$ cat src/core/asrc_pkg.sv
// package: register map, fields and reset values of the serial config
// Behaviour
// - rx fifo request when fill above threshold
// - tx fifo request when fill at/below threshold
// - normal mode: compare each character, report match
// - network mode: only address characters compared
// - code 00 flags address chars, stores them
// - code 01 also unlocks fifo on address
// - code 10 unlocks on match, locks mismatch
// - normal mode standard set: none, ascii, ebcdic
// - disable bit turns phase lock loop off
// - window bit picks 3/16 or 7/16 sampling
// - start bit majority vote or all zero
// - rx clock 16x from generator, or 1x pin
// - tx clock 16x from generator, or 1x pin
// - generator a source ignored in timer mode
// - mode bit 0 timer on system clock
// - generator b source field, no effect timer
// - each generator uses 16-bit count
// - direction 0 output, function 0 special
// - carrier pin: input, clock out, or gp
// - dsr pin: input, generator a, or gp
// - ring pin clock/ring (code: function 0 only forces ring_level low); dtr pin gen b/dtr
// - count bytes reachable only with divisor access
package asrc_pkg;
  // register word addresses (byte address = index * 4)
  localparam logic [3:0] ADDR_FIFO_THR  = 4'h0;
  localparam logic [3:0] ADDR_CMP0      = 4'h1;
  localparam logic [3:0] ADDR_CMP1      = 4'h2;
  localparam logic [3:0] ADDR_RX_MODE   = 4'h3;
  localparam logic [3:0] ADDR_CLK_SEL   = 4'h4;
  localparam logic [3:0] ADDR_GEN_A_CFG = 4'h5;
  localparam logic [3:0] ADDR_GEN_B_CFG = 4'h6;
  localparam logic [3:0] ADDR_A_LOW     = 4'h7;
  localparam logic [3:0] ADDR_A_HIGH    = 4'h8;
  localparam logic [3:0] ADDR_B_LOW     = 4'h9;
  localparam logic [3:0] ADDR_B_HIGH    = 4'hA;
  localparam logic [3:0] ADDR_PIN_CFG   = 4'hB;
  localparam logic [3:0] ADDR_CTRL      = 4'hC;
  localparam logic [3:0] ADDR_STATUS    = 4'hD;
  // field positions
  localparam int RX_THR_LSB   = 0;
  localparam int TX_THR_LSB   = 4;
  localparam int RXM_DPD      = 0;
  localparam int RXM_SWM      = 1;
  localparam int RXM_SSM      = 2;
  localparam int RXM_NET      = 3;
  localparam int RXM_REC_LSB  = 4;
  localparam int CLK_RXM      = 0;
  localparam int CLK_RXS      = 1;
  localparam int CLK_TXM      = 2;
  localparam int CLK_TXS      = 3;
  localparam int GA_SRC       = 0;
  localparam int GA_MODE      = 1;
  localparam int GB_SRC_LSB   = 6;
  localparam int GB_MODE      = 3;
  localparam int PIN_CD_DIR   = 7;
  localparam int PIN_CD_FN    = 6;
  localparam int PIN_DSR_DIR  = 5;
  localparam int PIN_DSR_FN   = 4;
  localparam int PIN_RI_FN    = 3;
  localparam int PIN_DTR_FN   = 2;
  localparam int CTL_DIVISOR_ACCESS_BIT     = 0;
  localparam int CTL_GP_OUT_0     = 1;
  localparam int CTL_GP_OUT_1     = 2;
  localparam int CTL_DTR      = 3;
  localparam int CTL_LOCK     = 4;
  // reset values
  localparam logic [7:0] RST_FIFO_THR = 8'h00;
  localparam logic [7:0] RST_RX_MODE  = 8'h00;
  localparam logic [7:0] RST_CLK_SEL  = 8'h00;
  localparam logic [7:0] RST_GEN_A    = 8'h04;
  localparam logic [7:0] RST_GEN_B    = 8'h84;
  localparam logic [7:0] RST_PIN_CFG  = 8'hFC;
  localparam logic [7:0] RST_ZERO     = 8'h00;
  // recognition codes
  localparam logic [1:0] REC_NONE  = 2'h0;
  localparam logic [1:0] REC_ASCII = 2'h1;
  localparam logic [1:0] REC_AUTO  = 2'h2;
  localparam logic [1:0] REC_EBCD  = 2'h3;
  // standard character bounds
  localparam logic [7:0] ASCII_TOP = 8'h1F;
  localparam logic [7:0] ASCII_DEL = 8'h7F;
  localparam logic [7:0] EBCD_TOP  = 8'h3F;
  // generator b source codes
  localparam logic [1:0] GB_SYS  = 2'h0;
  localparam logic [1:0] GB_PIN  = 2'h1;
  localparam logic [1:0] GB_GENA = 2'h2;
endpackage

$ cat src/core/asrc_config.sv
// module: serial controller configuration, generators, match and pin muxes
`timescale 1ns/1ps
module asrc_config #(
  parameter int FIFO_DEPTH = 4
) (
  // clock and reset
  input  wire logic                  clk,
  input  wire logic                  rst_b,
  // avalon-mm slave
  input  wire logic [3:0]            avs_address,
  input  wire logic                  avs_read,
  input  wire logic                  avs_write,
  input  wire logic [31:0]           avs_writedata,
  output logic      [31:0]           avs_readdata,
  output logic                       avs_waitrequest,
  // fifo fill levels
  input  wire logic [2:0]            rx_fill,
  input  wire logic [2:0]            tx_fill,
  // received character stream
  input  wire logic                  rx_valid,
  input  wire logic [8:0]            rx_char,
  // fifo and receive event outputs
  output logic                       rx_fifo_req,
  output logic                       tx_fifo_req,
  output logic                       programmed_match_flag,
  output logic                       standard_char_flag,
  output logic                       rx_store,
  output logic                       rx_fifo_locked,
  // receiver modes
  output logic                       rx_phase_lock_en,
  output logic                       sampling_window_select,
  output logic                       start_detect_select,
  // serial clock pin input
  input  wire logic                  sclk_in,
  // clock ticks and modes to tx and rx machines, generator ticks
  output logic                       rx_clk_tick,
  output logic                       rx_clock_mode,
  output logic                       tx_clk_tick,
  output logic                       tx_clock_mode,
  output logic                       gen_a_tick,
  output logic                       gen_b_tick,
  // multifunction pins (oe low = driving)
  input  wire logic                  cd_pin_in,
  output logic                       cd_pin_out,
  output logic                       cd_pin_oe_b,
  input  wire logic                  dsr_pin_in,
  output logic                       dsr_pin_out,
  output logic                       dsr_pin_oe_b,
  input  wire logic                  ring_pin_in,
  output logic                       ring_level,
  output logic                       dtr_pin_out
);
  import asrc_pkg::*;

  if (FIFO_DEPTH < 1 || FIFO_DEPTH > 7) begin
    $error("fifo depth out of range");
  end

  // configuration registers
  logic [7:0] fifo_threshold_cfg_q;  // rx/tx thresholds
  logic [7:0] char_compare_0_q;      // compare character 0
  logic [7:0] char_compare_1_q;      // compare character 1
  logic [7:0] rx_mode_q;             // receive machine mode
  logic [7:0] serial_clock_select_q; // tx/rx clock select
  logic [7:0] rate_gen_a_cfg_q;      // generator a config
  logic [7:0] rate_gen_b_cfg_q;      // generator b config
  logic [15:0] gen_a_count_q;        // generator a divisor
  logic [15:0] gen_b_count_q;        // generator b divisor
  logic [7:0] pin_function_cfg_q;    // pin direction/function
  logic [7:0] ctrl_q;                // access bit, gp outs, lock
  logic [15:0] cnt_a_q;              // generator a counter
  logic [15:0] cnt_b_q;              // generator b counter
  logic       sclk_q;                // serial clock delayed
  logic       wr;                    // write accepted
  logic       divisor_access_bit;                  // divisor access enabled
  logic       lock_set;              // hardware lock request
  logic       lock_clr;              // hardware unlock request
  logic       sclk_rise;             // serial clock edge
  logic       a_in;                  // generator a input tick
  logic       b_in;                  // generator b input tick
  logic       a_done;                // generator a terminal
  logic       b_done;                // generator b terminal
  logic       match;                 // compare register hit
  logic       std_hit;               // standard set hit

  // every access completes one cycle after request
  always_ff @(posedge clk) begin
    if (!rst_b)
      avs_waitrequest <= 1'b1;
    else
      avs_waitrequest <= !(avs_waitrequest && (avs_read || avs_write));
  end

  assign wr   = avs_write && !avs_waitrequest;
  assign divisor_access_bit = ctrl_q[CTL_DIVISOR_ACCESS_BIT];

  // configuration writes
  always_ff @(posedge clk) begin
    if (!rst_b) begin
      fifo_threshold_cfg_q  <= RST_FIFO_THR;
      char_compare_0_q      <= RST_ZERO;
      char_compare_1_q      <= RST_ZERO;
      rx_mode_q             <= RST_RX_MODE;
      serial_clock_select_q <= RST_CLK_SEL;
      rate_gen_a_cfg_q      <= RST_GEN_A;
      rate_gen_b_cfg_q      <= RST_GEN_B;
      gen_a_count_q         <= {RST_ZERO, RST_ZERO};
      gen_b_count_q         <= {RST_ZERO, RST_ZERO};
      pin_function_cfg_q    <= RST_PIN_CFG;
    end else if (wr) begin
      if (avs_address == ADDR_FIFO_THR)
        fifo_threshold_cfg_q <= avs_writedata[7:0];
      else if (avs_address == ADDR_CMP0)
        char_compare_0_q <= avs_writedata[7:0];
      else if (avs_address == ADDR_CMP1)
        char_compare_1_q <= avs_writedata[7:0];
      else if (avs_address == ADDR_RX_MODE)
        rx_mode_q <= avs_writedata[7:0];
      else if (avs_address == ADDR_CLK_SEL)
        serial_clock_select_q <= avs_writedata[7:0];
      else if (avs_address == ADDR_GEN_A_CFG)
        rate_gen_a_cfg_q <= avs_writedata[7:0];
      else if (avs_address == ADDR_GEN_B_CFG)
        rate_gen_b_cfg_q <= avs_writedata[7:0];
      else if (avs_address == ADDR_A_LOW && divisor_access_bit)
        gen_a_count_q[7:0] <= avs_writedata[7:0];
      else if (avs_address == ADDR_A_HIGH && divisor_access_bit)
        gen_a_count_q[15:8] <= avs_writedata[7:0];
      else if (avs_address == ADDR_B_LOW && divisor_access_bit)
        gen_b_count_q[7:0] <= avs_writedata[7:0];
      else if (avs_address == ADDR_B_HIGH && divisor_access_bit)
        gen_b_count_q[15:8] <= avs_writedata[7:0];
      else if (avs_address == ADDR_PIN_CFG)
        pin_function_cfg_q <= avs_writedata[7:0];
    end
  end

  // control register; hardware lock changes win over software
  always_ff @(posedge clk) begin
    if (!rst_b)
      ctrl_q <= RST_ZERO;
    else begin
      if (wr && avs_address == ADDR_CTRL)
        ctrl_q <= avs_writedata[7:0];
      if (lock_set)
        ctrl_q[CTL_LOCK] <= 1'b1;
      else if (lock_clr)
        ctrl_q[CTL_LOCK] <= 1'b0;
    end
  end

  // read mux; unmapped and locked-out addresses read zero
  always_ff @(posedge clk) begin
    if (!rst_b)
      avs_readdata <= 32'h0000_0000;
    else if (avs_read && avs_waitrequest) begin
      avs_readdata <= 32'h0000_0000;
      if (avs_address == ADDR_FIFO_THR)
        avs_readdata[7:0] <= fifo_threshold_cfg_q;
      else if (avs_address == ADDR_CMP0)
        avs_readdata[7:0] <= char_compare_0_q;
      else if (avs_address == ADDR_CMP1)
        avs_readdata[7:0] <= char_compare_1_q;
      else if (avs_address == ADDR_RX_MODE)
        avs_readdata[7:0] <= rx_mode_q;
      else if (avs_address == ADDR_CLK_SEL)
        avs_readdata[7:0] <= serial_clock_select_q;
      else if (avs_address == ADDR_GEN_A_CFG)
        avs_readdata[7:0] <= rate_gen_a_cfg_q;
      else if (avs_address == ADDR_GEN_B_CFG)
        avs_readdata[7:0] <= rate_gen_b_cfg_q;
      else if (avs_address == ADDR_A_LOW && divisor_access_bit)
        avs_readdata[7:0] <= gen_a_count_q[7:0];
      else if (avs_address == ADDR_A_HIGH && divisor_access_bit)
        avs_readdata[7:0] <= gen_a_count_q[15:8];
      else if (avs_address == ADDR_B_LOW && divisor_access_bit)
        avs_readdata[7:0] <= gen_b_count_q[7:0];
      else if (avs_address == ADDR_B_HIGH && divisor_access_bit)
        avs_readdata[7:0] <= gen_b_count_q[15:8];
      else if (avs_address == ADDR_PIN_CFG)
        avs_readdata[7:0] <= pin_function_cfg_q;
      else if (avs_address == ADDR_CTRL)
        avs_readdata[7:0] <= ctrl_q;
      else if (avs_address == ADDR_STATUS)
        avs_readdata[7:0] <= {2'b00, ring_level, dsr_pin_in, cd_pin_in,
                              rx_fifo_locked, tx_fifo_req, rx_fifo_req};
    end
  end

  // fifo threshold requests
  always_ff @(posedge clk) begin
    if (!rst_b) begin
      rx_fifo_req <= 1'b0;
      tx_fifo_req <= 1'b0;
    end else begin
      rx_fifo_req <= rx_fill >
        {1'b0, fifo_threshold_cfg_q[RX_THR_LSB +: 2]};
      tx_fifo_req <= tx_fill <=
        {1'b0, fifo_threshold_cfg_q[TX_THR_LSB +: 2]};
    end
  end

  // character compare and standard set recognition
  always_comb begin
    match = (rx_char[7:0] == char_compare_0_q) ||
            (rx_char[7:0] == char_compare_1_q);
    case (rx_mode_q[RXM_REC_LSB +: 2])
      REC_ASCII: std_hit = rx_char[7:0] <= ASCII_TOP ||
                           rx_char[7:0] == ASCII_DEL;
      REC_EBCD:  std_hit = rx_char[7:0] <= EBCD_TOP;
      default:   std_hit = 1'b0;
    endcase
  end

  // network lock control on address characters
  always_comb begin
    lock_set = 1'b0;
    lock_clr = 1'b0;
    if (rx_valid && rx_mode_q[RXM_NET] && rx_char[8]) begin
      if (rx_mode_q[RXM_REC_LSB +: 2] == REC_ASCII)
        lock_clr = 1'b1;
      else if (rx_mode_q[RXM_REC_LSB +: 2] == REC_AUTO) begin
        lock_clr = match;
        lock_set = !match;
      end
    end
  end

  // receive flags, one-cycle pulses per character
  always_ff @(posedge clk) begin
    if (!rst_b) begin
      programmed_match_flag <= 1'b0;
      standard_char_flag    <= 1'b0;
      rx_store              <= 1'b0;
    end else if (!rx_valid) begin
      programmed_match_flag <= 1'b0;
      standard_char_flag    <= 1'b0;
      rx_store              <= 1'b0;
    end else if (rx_mode_q[RXM_NET]) begin
      programmed_match_flag <= rx_char[8] && match;
      standard_char_flag    <= rx_char[8] &&
        rx_mode_q[RXM_REC_LSB +: 2] != REC_EBCD;
      // address chars always stored except in automatic mismatch
      if (rx_char[8])
        rx_store <= !lock_set;
      else
        rx_store <= !ctrl_q[CTL_LOCK];
    end else begin
      programmed_match_flag <= match;
      standard_char_flag    <= std_hit || match;
      rx_store              <= 1'b1;
    end
  end

  // receiver mode and clock mode outputs
  always_ff @(posedge clk) begin
    if (!rst_b) begin
      rx_fifo_locked         <= 1'b0;
      rx_phase_lock_en       <= 1'b1;
      sampling_window_select <= 1'b0;
      start_detect_select    <= 1'b0;
      rx_clock_mode          <= 1'b0;
      tx_clock_mode          <= 1'b0;
    end else begin
      rx_fifo_locked         <= ctrl_q[CTL_LOCK];
      rx_phase_lock_en       <= !rx_mode_q[RXM_DPD];
      sampling_window_select <= rx_mode_q[RXM_SWM];
      start_detect_select    <= rx_mode_q[RXM_SSM];
      rx_clock_mode <= serial_clock_select_q[CLK_RXM];
      tx_clock_mode <= serial_clock_select_q[CLK_TXM];
    end
  end

  // generator input selection
  assign sclk_rise = sclk_in && !sclk_q;
  always_comb begin
    // timer mode always counts system clock
    if (!rate_gen_a_cfg_q[GA_MODE])
      a_in = 1'b1;
    else
      a_in = rate_gen_a_cfg_q[GA_SRC] ? sclk_rise : 1'b1;
    if (!rate_gen_b_cfg_q[GB_MODE])
      b_in = 1'b1;
    else if (rate_gen_b_cfg_q[GB_SRC_LSB +: 2] == GB_PIN)
      b_in = sclk_rise;
    else if (rate_gen_b_cfg_q[GB_SRC_LSB +: 2] == GB_GENA)
      b_in = gen_a_tick;
    else
      b_in = rate_gen_b_cfg_q[GB_SRC_LSB +: 2] == GB_SYS;
  end
  assign a_done = a_in && cnt_a_q == 16'h0000;
  assign b_done = b_in && cnt_b_q == 16'h0000;

  // 16-bit down counters reload from divisor
  always_ff @(posedge clk) begin
    if (!rst_b) begin
      cnt_a_q    <= 16'h0000;
      cnt_b_q    <= 16'h0000;
      sclk_q     <= 1'b0;
      gen_a_tick <= 1'b0;
      gen_b_tick <= 1'b0;
    end else begin
      sclk_q     <= sclk_in;
      gen_a_tick <= a_done;
      gen_b_tick <= b_done;
      if (a_done)
        cnt_a_q <= gen_a_count_q;
      else if (a_in)
        cnt_a_q <= cnt_a_q - 16'h0001;
      if (b_done)
        cnt_b_q <= gen_b_count_q;
      else if (b_in)
        cnt_b_q <= cnt_b_q - 16'h0001;
    end
  end

  // tx/rx clock ticks: 16x from generator, 1x from pin
  always_ff @(posedge clk) begin
    if (!rst_b) begin
      rx_clk_tick <= 1'b0;
      tx_clk_tick <= 1'b0;
    end else begin
      if (serial_clock_select_q[CLK_RXM])
        rx_clk_tick <= sclk_rise;
      else
        rx_clk_tick <= serial_clock_select_q[CLK_RXS] ? a_done : b_done;
      if (serial_clock_select_q[CLK_TXM])
        tx_clk_tick <= sclk_rise;
      else
        tx_clk_tick <= serial_clock_select_q[CLK_TXS] ? a_done : b_done;
    end
  end

  // multifunction pin drivers
  always_ff @(posedge clk) begin
    if (!rst_b) begin
      cd_pin_out   <= 1'b0;
      cd_pin_oe_b  <= 1'b1;
      dsr_pin_out  <= 1'b0;
      dsr_pin_oe_b <= 1'b1;
      ring_level   <= 1'b0;
      dtr_pin_out  <= 1'b0;
    end else begin
      cd_pin_oe_b  <= pin_function_cfg_q[PIN_CD_DIR];
      cd_pin_out   <= pin_function_cfg_q[PIN_CD_FN] ?
                      ctrl_q[CTL_GP_OUT_1] : clk;
      dsr_pin_oe_b <= pin_function_cfg_q[PIN_DSR_DIR];
      dsr_pin_out  <= pin_function_cfg_q[PIN_DSR_FN] ?
                      ctrl_q[CTL_GP_OUT_0] : a_done;
      ring_level   <= pin_function_cfg_q[PIN_RI_FN] &&
                      ring_pin_in;
      dtr_pin_out  <= pin_function_cfg_q[PIN_DTR_FN] ?
                      ctrl_q[CTL_DTR] : b_done;
    end
  end

endmodule

$ cat config.mk
export PLATFORM = sky130hd
export DESIGN_NAME = asrc_config
export DESIGN_NICKNAME = d
export VERILOG_FILES = /design/src/core/asrc_pkg.sv /design/src/core/asrc_config.sv
export SDC_FILE = /design/constraint.sdc
export NUM_CORES = 1
export LEC_CHECK = 0
export BUFFER_PORTS_ARGS = -buffer_cell sky130_fd_sc_hd__buf_2
export CAP_MARGIN = 20
export CORE_ASPECT_RATIO = 0.9
export CORE_UTILIZATION = 50
export DETAILED_ROUTE_END_ITERATION = 12
export PLACE_DENSITY = 0.81
export SLEW_MARGIN = 5
export SYNTH_ARGS = -nofsm -noshare
export SYNTH_HDL_FRONTEND = slang
export SYNTH_SLANG_ARGS = --single-unit
$ cat constraint.sdc
create_clock -name clk -period 2.44 [get_ports clk]
set_input_delay 0.122 -clock clk [delete_from_list [all_inputs] [get_ports clk]]
set_output_delay 0.122 -clock clk [all_outputs]
set_load 0.03 [all_outputs]
# == Word-level counts from Yosys, hierarchy flattened ==
# Index checks and enable logic that the tools add are counted.
# word_totals
ff_bits,167
output_inout_bits,54
elab_cells,170
# op_classes
add_sub_neg,2
magnitude_cmp,4
n_eq_ne,22
muxes,44
bitwise_logic,11
reduce_logical,47
# op_table
op,n
$mux 8,13
$mux 16,4
$logic_not 16->1,2
$sub 16x1->16 const B,2
$eq 4x4->1 const B,6
$mux 1,24
$eq 4x3->1 const B,4
$eq 8x8->1,2
$logic_and 1x1->1,16
$reduce_and 13->1,1
$reduce_and 12->1,1
$not 1->1,11
$reduce_and 11->1,1
$reduce_and 10->1,1
$reduce_and 9->1,1
$eq 4x2->1 const B,2
$eq 8x7->1 const B,1
$le 8x5->1 const B,1
$le 8x6->1 const B,1
$reduce_and 8->1,1
$logic_not 1->1,7
$reduce_and 7->1,1
$eq 2x2->1 const B,3
$mux 6,1
17 further kinds,23

# == Longest topological paths before layout ==
# Gate-level depths: netlist of run 1.
# depth
ltp_word,15
ltp_mapped,9
ltp_nobuf,7

==> metrics.yaml, run 1 <==
floorplanning:
  fp.dieH_um: 127
  dieArea_um2: 18000
  ios: 114
  rows: 45
  die_w_um: 141
  core_um2: 16900
  start_util_pct: 51.4
sta:
  timing.final.ws_setup_ns: 0.104
  rsz0062_at_grt: "no"
  slew_headroom_pct: 52.1
  fin_skew_ns: 0.00744
  fmax_ghz: 0.428
  finalMaxSlewViolations: 0
  finalHoldViolCount: 1
  holdWs_ns: -0.192
  finalSetupViolations: 0
  finalCritPeriodShare_pct: 95.7
  fin_setup_tns_ns: 0
  tightestPinTransition_ns: 0.716
  post-route-min-period_ns: 2.34
cts:
  clkTransAtPathRegs_ns: 0.06
  cts_tree: "done"
  clk-insertion-delay-late_ns: 0.55
layout:
  num_antenna_cells: 0
  fin_cells: 1359
  areaGrowthSynthToFinish_pct: 14.2
  num-fill-cells: 1505
  multi_input_area_um2: 4820
  drive_gt1_share_pct: 13.6
  nets: 1178
  ff_latch_area_um2: 3340
logic_synthesis:
  ys.flop_type: "dfxtp_1"
  synth-seq-cells: 167
  yosysSeqAreaShare_pct: 38.4
  synth_most_common_cell: "dfxtp_1"
  synth_cell_type_count: 77
  syn_area_um2: 8710
  synthCells: 1069
  synth_edf_count: 0
  async_reset_ff_share_pct: 0
  avgSynthCellArea_um2: 8.15
  yosysTopAreaCell: "dfxtp_1"
  synth_area_leaders: "dfxtp_1 38%, mux2i_1 8.3%, a21oi_1 5.0%, nand2_1 4.4%, nand3_1 4.2%"
  yosysTopAreaCellShare_pct: 38.4
  ys_warn_count: 0
  synthTopCellsByCount: "167 x dfxtp_1, 102 x nand2_1, 97 x nor2_1"
global_route:
  antenna_found_initial: 0
  grt-busiest-layer: "met2"
  met3_usage_pct: 7.87
  grt_pass1_wl_mm: 41.8
  grt-ovfl-total: 0
  grt_max_degree: 55
  met1_usage_pct: 39.7
  track_usage_pct: 30.3
  grt.met2_usage_pct: 46.0
  grt_pass1_vias: 7717
routing:
  post_drt_wl_per_cell_um: 19.4
  via_per_inst: 6.28
  vias: 8529
  ant_nets: 0
  drtPass1Iterations: 6
  totalWireLength_mm: 26.4
  drcViolationCount: 0
  initialDrtViolationCount: 1149
min_path:
  min_path_type: "clk2reg"
power_and_ir_drop:
  power_mw: 8.66
  ir_drop_v: 0.000580
  power.leakage_nw: 4.15
  cellPowerDensity_nw_per_um2: 871
placement:
  dp_slack_ns: 0.142
  portBuffers: 65
  dpl.cell_count: 1316
  dpl.hpwl_mm: 17.8
  gp_congestion: 0.976
critical_path:
  worstPathRequired_ns: 2.86
  path_buf_inv: 1
  cp-start-kind: "flop"
  critPathMaxStageDelay_ns: 0.64
  critPathTopFamily: "compound AO/OA/AOI/OAI gates"
  endpoint_kind: "flop"
  critPathKind: "reg2reg"
  cp_max_fo: 17
  critical-path-slowest-cell: "a2111o_1"
  worstPathArrival_ns: 2.76
  worstPathCellList: "inv_1 -> ha_1 -> or3b_2 -> a2111o_1 -> o2111ai_1 -> a21oi_1"
status:
  violations: "negative hold slack"
  status: "complete, but fails checks"
flow_run:
  drv_cap: 0
cell usage in the layout (no fill, tap or decap), types with 6 or more instances in the layout:
cell | netlist | layout
dfxtp_1 | 167 | 167
nand2_1 | 102 | 101
nor2_1 | 97 | 97
a21oi_1 | 87 | 87
nand3_1 | 73 | 73
mux2i_1 | 72 | 72
buf_2 | 8 | 65
o21ai_0 | 40 | 40
buf_4 | 24 | 33
inv_1 | 26 | 25
conb_1 | 1 | 24
clkbuf_16 | 0 | 20
nor3_1 | 18 | 18
xor2_1 | 16 | 16
nor2b_1 | 14 | 14
nand4_1 | 14 | 14
and2_1 | 12 | 13
nor4_1 | 13 | 13
o211ai_1 | 13 | 13
a221oi_1 | 12 | 12
o22ai_1 | 11 | 11
a31oi_1 | 10 | 10
or3_1 | 10 | 10
nand2b_1 | 9 | 9
o21a_1 | 9 | 9
dlygate4sd3_1 | 0 | 9
and3_1 | 8 | 8
or4_1 | 8 | 8
o2bb2ai_1 | 6 | 6
o41ai_1 | 6 | 6
a22oi_1 | 6 | 6
ha_1 | 6 | 6
cell families after synthesis:
logic type                 after synthesis  synth area share [%]
AOI/OAI and AO/OA                      257                  19.6
xor gates and xnor gates                17                  1.71
adders and majority gates                6                 0.862
buffers and inverters                  137                  7.27
DFF                                    167                  38.4
muxes                                   75                  8.92
other                                    1                0.0431
and+or+nand+nor                        409                  23.2
worst paths after layout:
check	slack [ns]	cells past startpoint	startpoint	to
min reg2reg	0.42	1	rx_mode_q[0]$_SDFFE_PN0P_	rx_phase_lock_en$_SDFF_PN1_
min	-0.19	4	clk	cd_pin_out$_SDFF_PN0_
max reg2reg	0.10	6	cnt_b_q[0]$_SDFFE_PN0P_	cnt_b_q[6]$_SDFFE_PN0P_
max	0.10	6	cnt_b_q[0]$_SDFFE_PN0P_	cnt_b_q[6]$_SDFFE_PN0P_
power by group:
group	internal, mW	total (mW)	switching [mW]
registers	2.96	3.18	0.216
logic	0.916	2.37	1.45
clock network	1.97	3.12	1.14
total	5.85	8.66	2.81
worst reg2reg max path, cell delays in order, from the launching register on:
cell and delay (ns):
dfxtp_1 0.33, inv_1 0.08, ha_1 0.20, or3b_2 0.57, a2111o_1 0.64, o2111ai_1 0.30
a21oi_1 0.09
layer usage:
layer  vias up  share of wire (%)
li1       3897                  -
met1      4024                 40
met2       517                 45
met3        91                 11
met4         0                4.0
met5         -                  0
timing repair:
| action | CTS | global route |
|---|---|---|
| resized for setup | 0 | 2 |
| buffers inserted | 0 | 0 |
| endpoints found under the hold margin | 9 | 0 |
| hold buffers | 9 | 0 |
| setup endpoints to repair | 0 | 6 |
cell type report:
cell class	instances	area share, %
timing repair buffer	108	6.87
clock buffer	23	5.35
clock inverter	11	1.72
multi-input combinational	788	48.5
inverter	27	1.03
tap	235	2.96
sequential	167	33.6
stage by stage:
step / utilization (%) / area [µm²]
finish: 58.7 / 9950
CTS: 58.7 / 9950
global placement: 54.0 / 9150
detailed placement: 54.0 / 9150
floorplan: - / 8800
global route: 58.7 / 9950
state kept, by name (all words and copies together) (netlist names), 8 cells and up:
name and count:
avs_readdata 8, cnt_b_q 16, char_compare_0_q 8, ctrl_q 8, cnt_a_q 16, rate_gen_b_cfg_q 8
gen_a_count_q 16, pin_function_cfg_q 8, rx_mode_q 8, serial_clock_select_q 8, rate_gen_a_cfg_q 8, gen_b_count_q 16
char_compare_1_q 8, fifo_threshold_cfg_q 8
Power figures use the tool's default switching activity.
==> inputs of run 2 (changes only) <==
SETUP_SLACK_MARGIN = 0.4   (was not set)
==> run 2 against run 1 <==
  * Clock-buffer cell count down 2
  * Clock skew grew 0.0025 ns
  * The flow still finishes with violations (negative hold slack)
  * Die area unchanged
  * Highest routed layer unchanged
  * Sequential power about the same
==> metrics.yaml, run 2 (same netlist as run 1, synthesis figures left out) <==
critical_path:
  path_buf_inv: 0  # was 1
  reg2regPathDepth: 5  # was 6
  cp_max_fo: 5  # was 17
  critPathTopFamily: "simple AND/OR/NAND/NOR gates"  # was compound AO/OA/AOI/OAI gates
  critPathMaxStageDelay_ns: 0.48  # was 0.64 ns
  cp-start-kind: "flop"  # unchanged
  worstPathRequired_ns: 2.91  # was 2.86 ns
  worstPathCellList: "or3_4 -> or4_4 -> a2111o_2 -> o311a_4 -> nor3_2"  # was inv_1 -> ha_1 -> or3b_2 -> a2111o_1 -> o2111ai_1 -> a21oi_1
  critical-path-slowest-cell: "a2111o_2"  # was a2111o_1
  r2r_setup_slack_ns: 0.32  # was 0.10 ns
  critPathKind: "reg2reg"  # unchanged
  r2r_end: "cnt_b_q[13]$_SDFFE_PN0P_"  # was cnt_b_q[6]$_SDFFE_PN0P_
  worstPathArrival_ns: 2.59  # was 2.76 ns
  crit-reg2reg-launch: "cnt_b_q[10]$_SDFFE_PN0P_"  # was cnt_b_q[0]$_SDFFE_PN0P_
  crit_cells: 5  # was 6
  endpoint_kind: "flop"  # unchanged
routing:
  totalWireLength_mm: 27.9  # was 26.4 mm
  post_drt_wl_per_cell_um: 20.1  # was 19.4 µm
  vias: 8823  # was 8,529
  initialDrtViolationCount: 1022  # was 1,149
  drtPass1Iterations: 6  # unchanged
  via_per_inst: 6.38  # was 6.28
  ant_nets: 0  # unchanged
  drcViolationCount: 0  # unchanged
cts:
  clkTransAtPathRegs_ns: 0.07  # was 0.06 ns
  cts_tree: "done"  # unchanged
  clk-insertion-delay-late_ns: 0.55  # about the same
sta:
  rsz0062_at_grt: "yes"  # was no
  fin_skew_ns: 0.00997  # was 0.00744 ns
  finalMaxSlewViolations: 0  # unchanged
  post-route-min-period_ns: 2.12  # was 2.34 ns
  slew_headroom_pct: 53.9  # was 52.1%
  holdWs_ns: -0.103  # was -0.192 ns
  fin_setup_tns_ns: 0  # unchanged
  finalCritPeriodShare_pct: 86.9  # was 95.7%
  timing.final.ws_setup_ns: 0.319  # was 0.104 ns
  finalSetupViolations: 0  # unchanged
  fmax_ghz: 0.471  # was 0.428 GHz
  tightestPinTransition_ns: 0.690  # was 0.716 ns
  finalHoldViolCount: 1  # unchanged
layout:
  num-fill-cells: 1460  # was 1,505
  drive_gt1_share_pct: 18.5  # was 13.6%
  num_antenna_cells: 0  # unchanged
  areaGrowthSynthToFinish_pct: 18.2  # was 14.2%
  final_cell_mix: "164 x dfxtp_1, 100 x nand2_1, 96 x nor2_1, 87 x a21oi_1, 73 x nand3_1"  # was 167 x dfxtp_1, 101 x nand2_1, 97 x nor2_1, 87 x a21oi_1, 73 x nand3_1
  mostFrequentLayoutCell: "dfxtp_1"  # unchanged
  nets: 1202  # was 1,178
  stdcell_area_um2: 10300  # was 9950 µm²
placement:
  gp_congestion: 0.990  # was 0.976
  portBuffers: 65  # unchanged
  dpl.hpwl_mm: 18.0  # was 17.8 mm
  dp_slack_ns: 0.177  # was 0.142 ns
  post_dp_cell_area_um2: 9230  # was 9150 µm²
min_path:
  min_from: "clk"  # unchanged
  min_path_type: "clk2reg"  # unchanged
  min_delay_path_depth: 4  # unchanged
  min_to: "cd_pin_out$_SDFF_PN0_"  # unchanged
global_route:
  grt_pass1_vias: 7939  # was 7,717
  grt_max_degree: 53  # was 55
  grt_pass1_wl_mm: 42.7  # was 41.8 mm
  track_usage_pct: 30.9  # was 30.3%
  grt-ovfl-total: 0  # unchanged
  antenna_found_initial: 0  # unchanged
floorplanning:
  start_util_pct: 51.4  # unchanged
  die_w_um: 141  # unchanged
  rows: 45  # unchanged
  fp.dieH_um: 127  # unchanged
  core_um2: 16900  # unchanged
  dieArea_um2: 18000  # unchanged
  ios: 114  # unchanged
power_and_ir_drop:
  power.leakage_nw: 4.25  # was 4.15 nW
  cellPowerDensity_nw_per_um2: 884  # was 871 nW/µm²
  ir_drop_v: 0.000527  # was 0.000580 V
status:
  status: "complete, but fails checks"  # unchanged
  violations: "negative hold slack"  # unchanged
flow_run:
  drv_cap: 0  # unchanged
run 2: area by class of cell:
cell class                      count  area [µm²]  area share, %
Multi-Input combinational cell    792        5070           49.2
Sequential cell                   167        3350           32.5
Timing Repair Buffer              128         850           8.25
Clock buffer                       21         514           5.00
Tap cell                          235         294           2.86
Clock inverter                     14         115           1.12
Inverter                           27         103          0.997
run 2: worst max path at each step:
stage                                           to                      from  slack [ns]
after CTS                 cnt_b_q[13]$_SDFFE_PN0P_  cnt_b_q[10]$_SDFFE_PN0P_        0.30
after global placement    cnt_b_q[13]$_SDFFE_PN0P_  cnt_b_q[10]$_SDFFE_PN0P_        0.20
after detailed placement  cnt_b_q[13]$_SDFFE_PN0P_  cnt_b_q[10]$_SDFFE_PN0P_        0.18
after global routing      cnt_b_q[13]$_SDFFE_PN0P_   cnt_b_q[7]$_SDFFE_PN0P_        0.24
after floorplan           cnt_b_q[14]$_SDFFE_PN0P_  cnt_b_q[10]$_SDFFE_PN0P_        0.33
final                     cnt_b_q[13]$_SDFFE_PN0P_  cnt_b_q[10]$_SDFFE_PN0P_        0.32
run 2: metal layers:
metal	GRT usage (%)	wire [µm]	vias up
met5	0	0	-
met4	16.9	1220	0
met3	7.68	3030	123
met2	47.6	12500	589
met1	39.8	11100	4141
li1	-	-	3970
run 2: power breakdown:
group | switching [mW] | internal, mW | leakage (nW) | total [mW]
logic | 1.76 | 1.33 | 2.59 | 3.09
clock network | 1.24 | 1.56 | 0.307 | 2.80
registers | 0.239 | 2.97 | 1.36 | 3.21
total | 3.24 | 5.86 | 4.25 | 9.10
run 2: what timing repair did:
| item | 4_1_cts | 5_1_grt |
|---|---|---|
| hold endpoints to repair | 13 | 0 |
| gates resized for setup | 17 | 35 |
| setup endpoints to repair | 33 | 36 |
| setup buffers | 8 | 5 |
| hold buffers | 11 | 0 |
| pin swaps | 12 | 15 |
| gates cloned | 2 | 2 |
run 2: worst register-to-register path, cell delays in order, from the launching register on:
cell and delay [ns]:
dfxtp_4 0.34, or3_4 0.38, or4_4 0.47, a2111o_2 0.48
o311a_4 0.17, nor3_2 0.20
run 2: per-stage QoR:
step	instances	utilization, %	total power [mW]
after detailed placement	1321	54.5	5.57
after global placement	1321	54.5	5.49
after CTS	1377	59.6	8.62
after floorplan	1092	-	5.06
final	1384	60.7	9.10
after global routing	1384	60.7	9.48
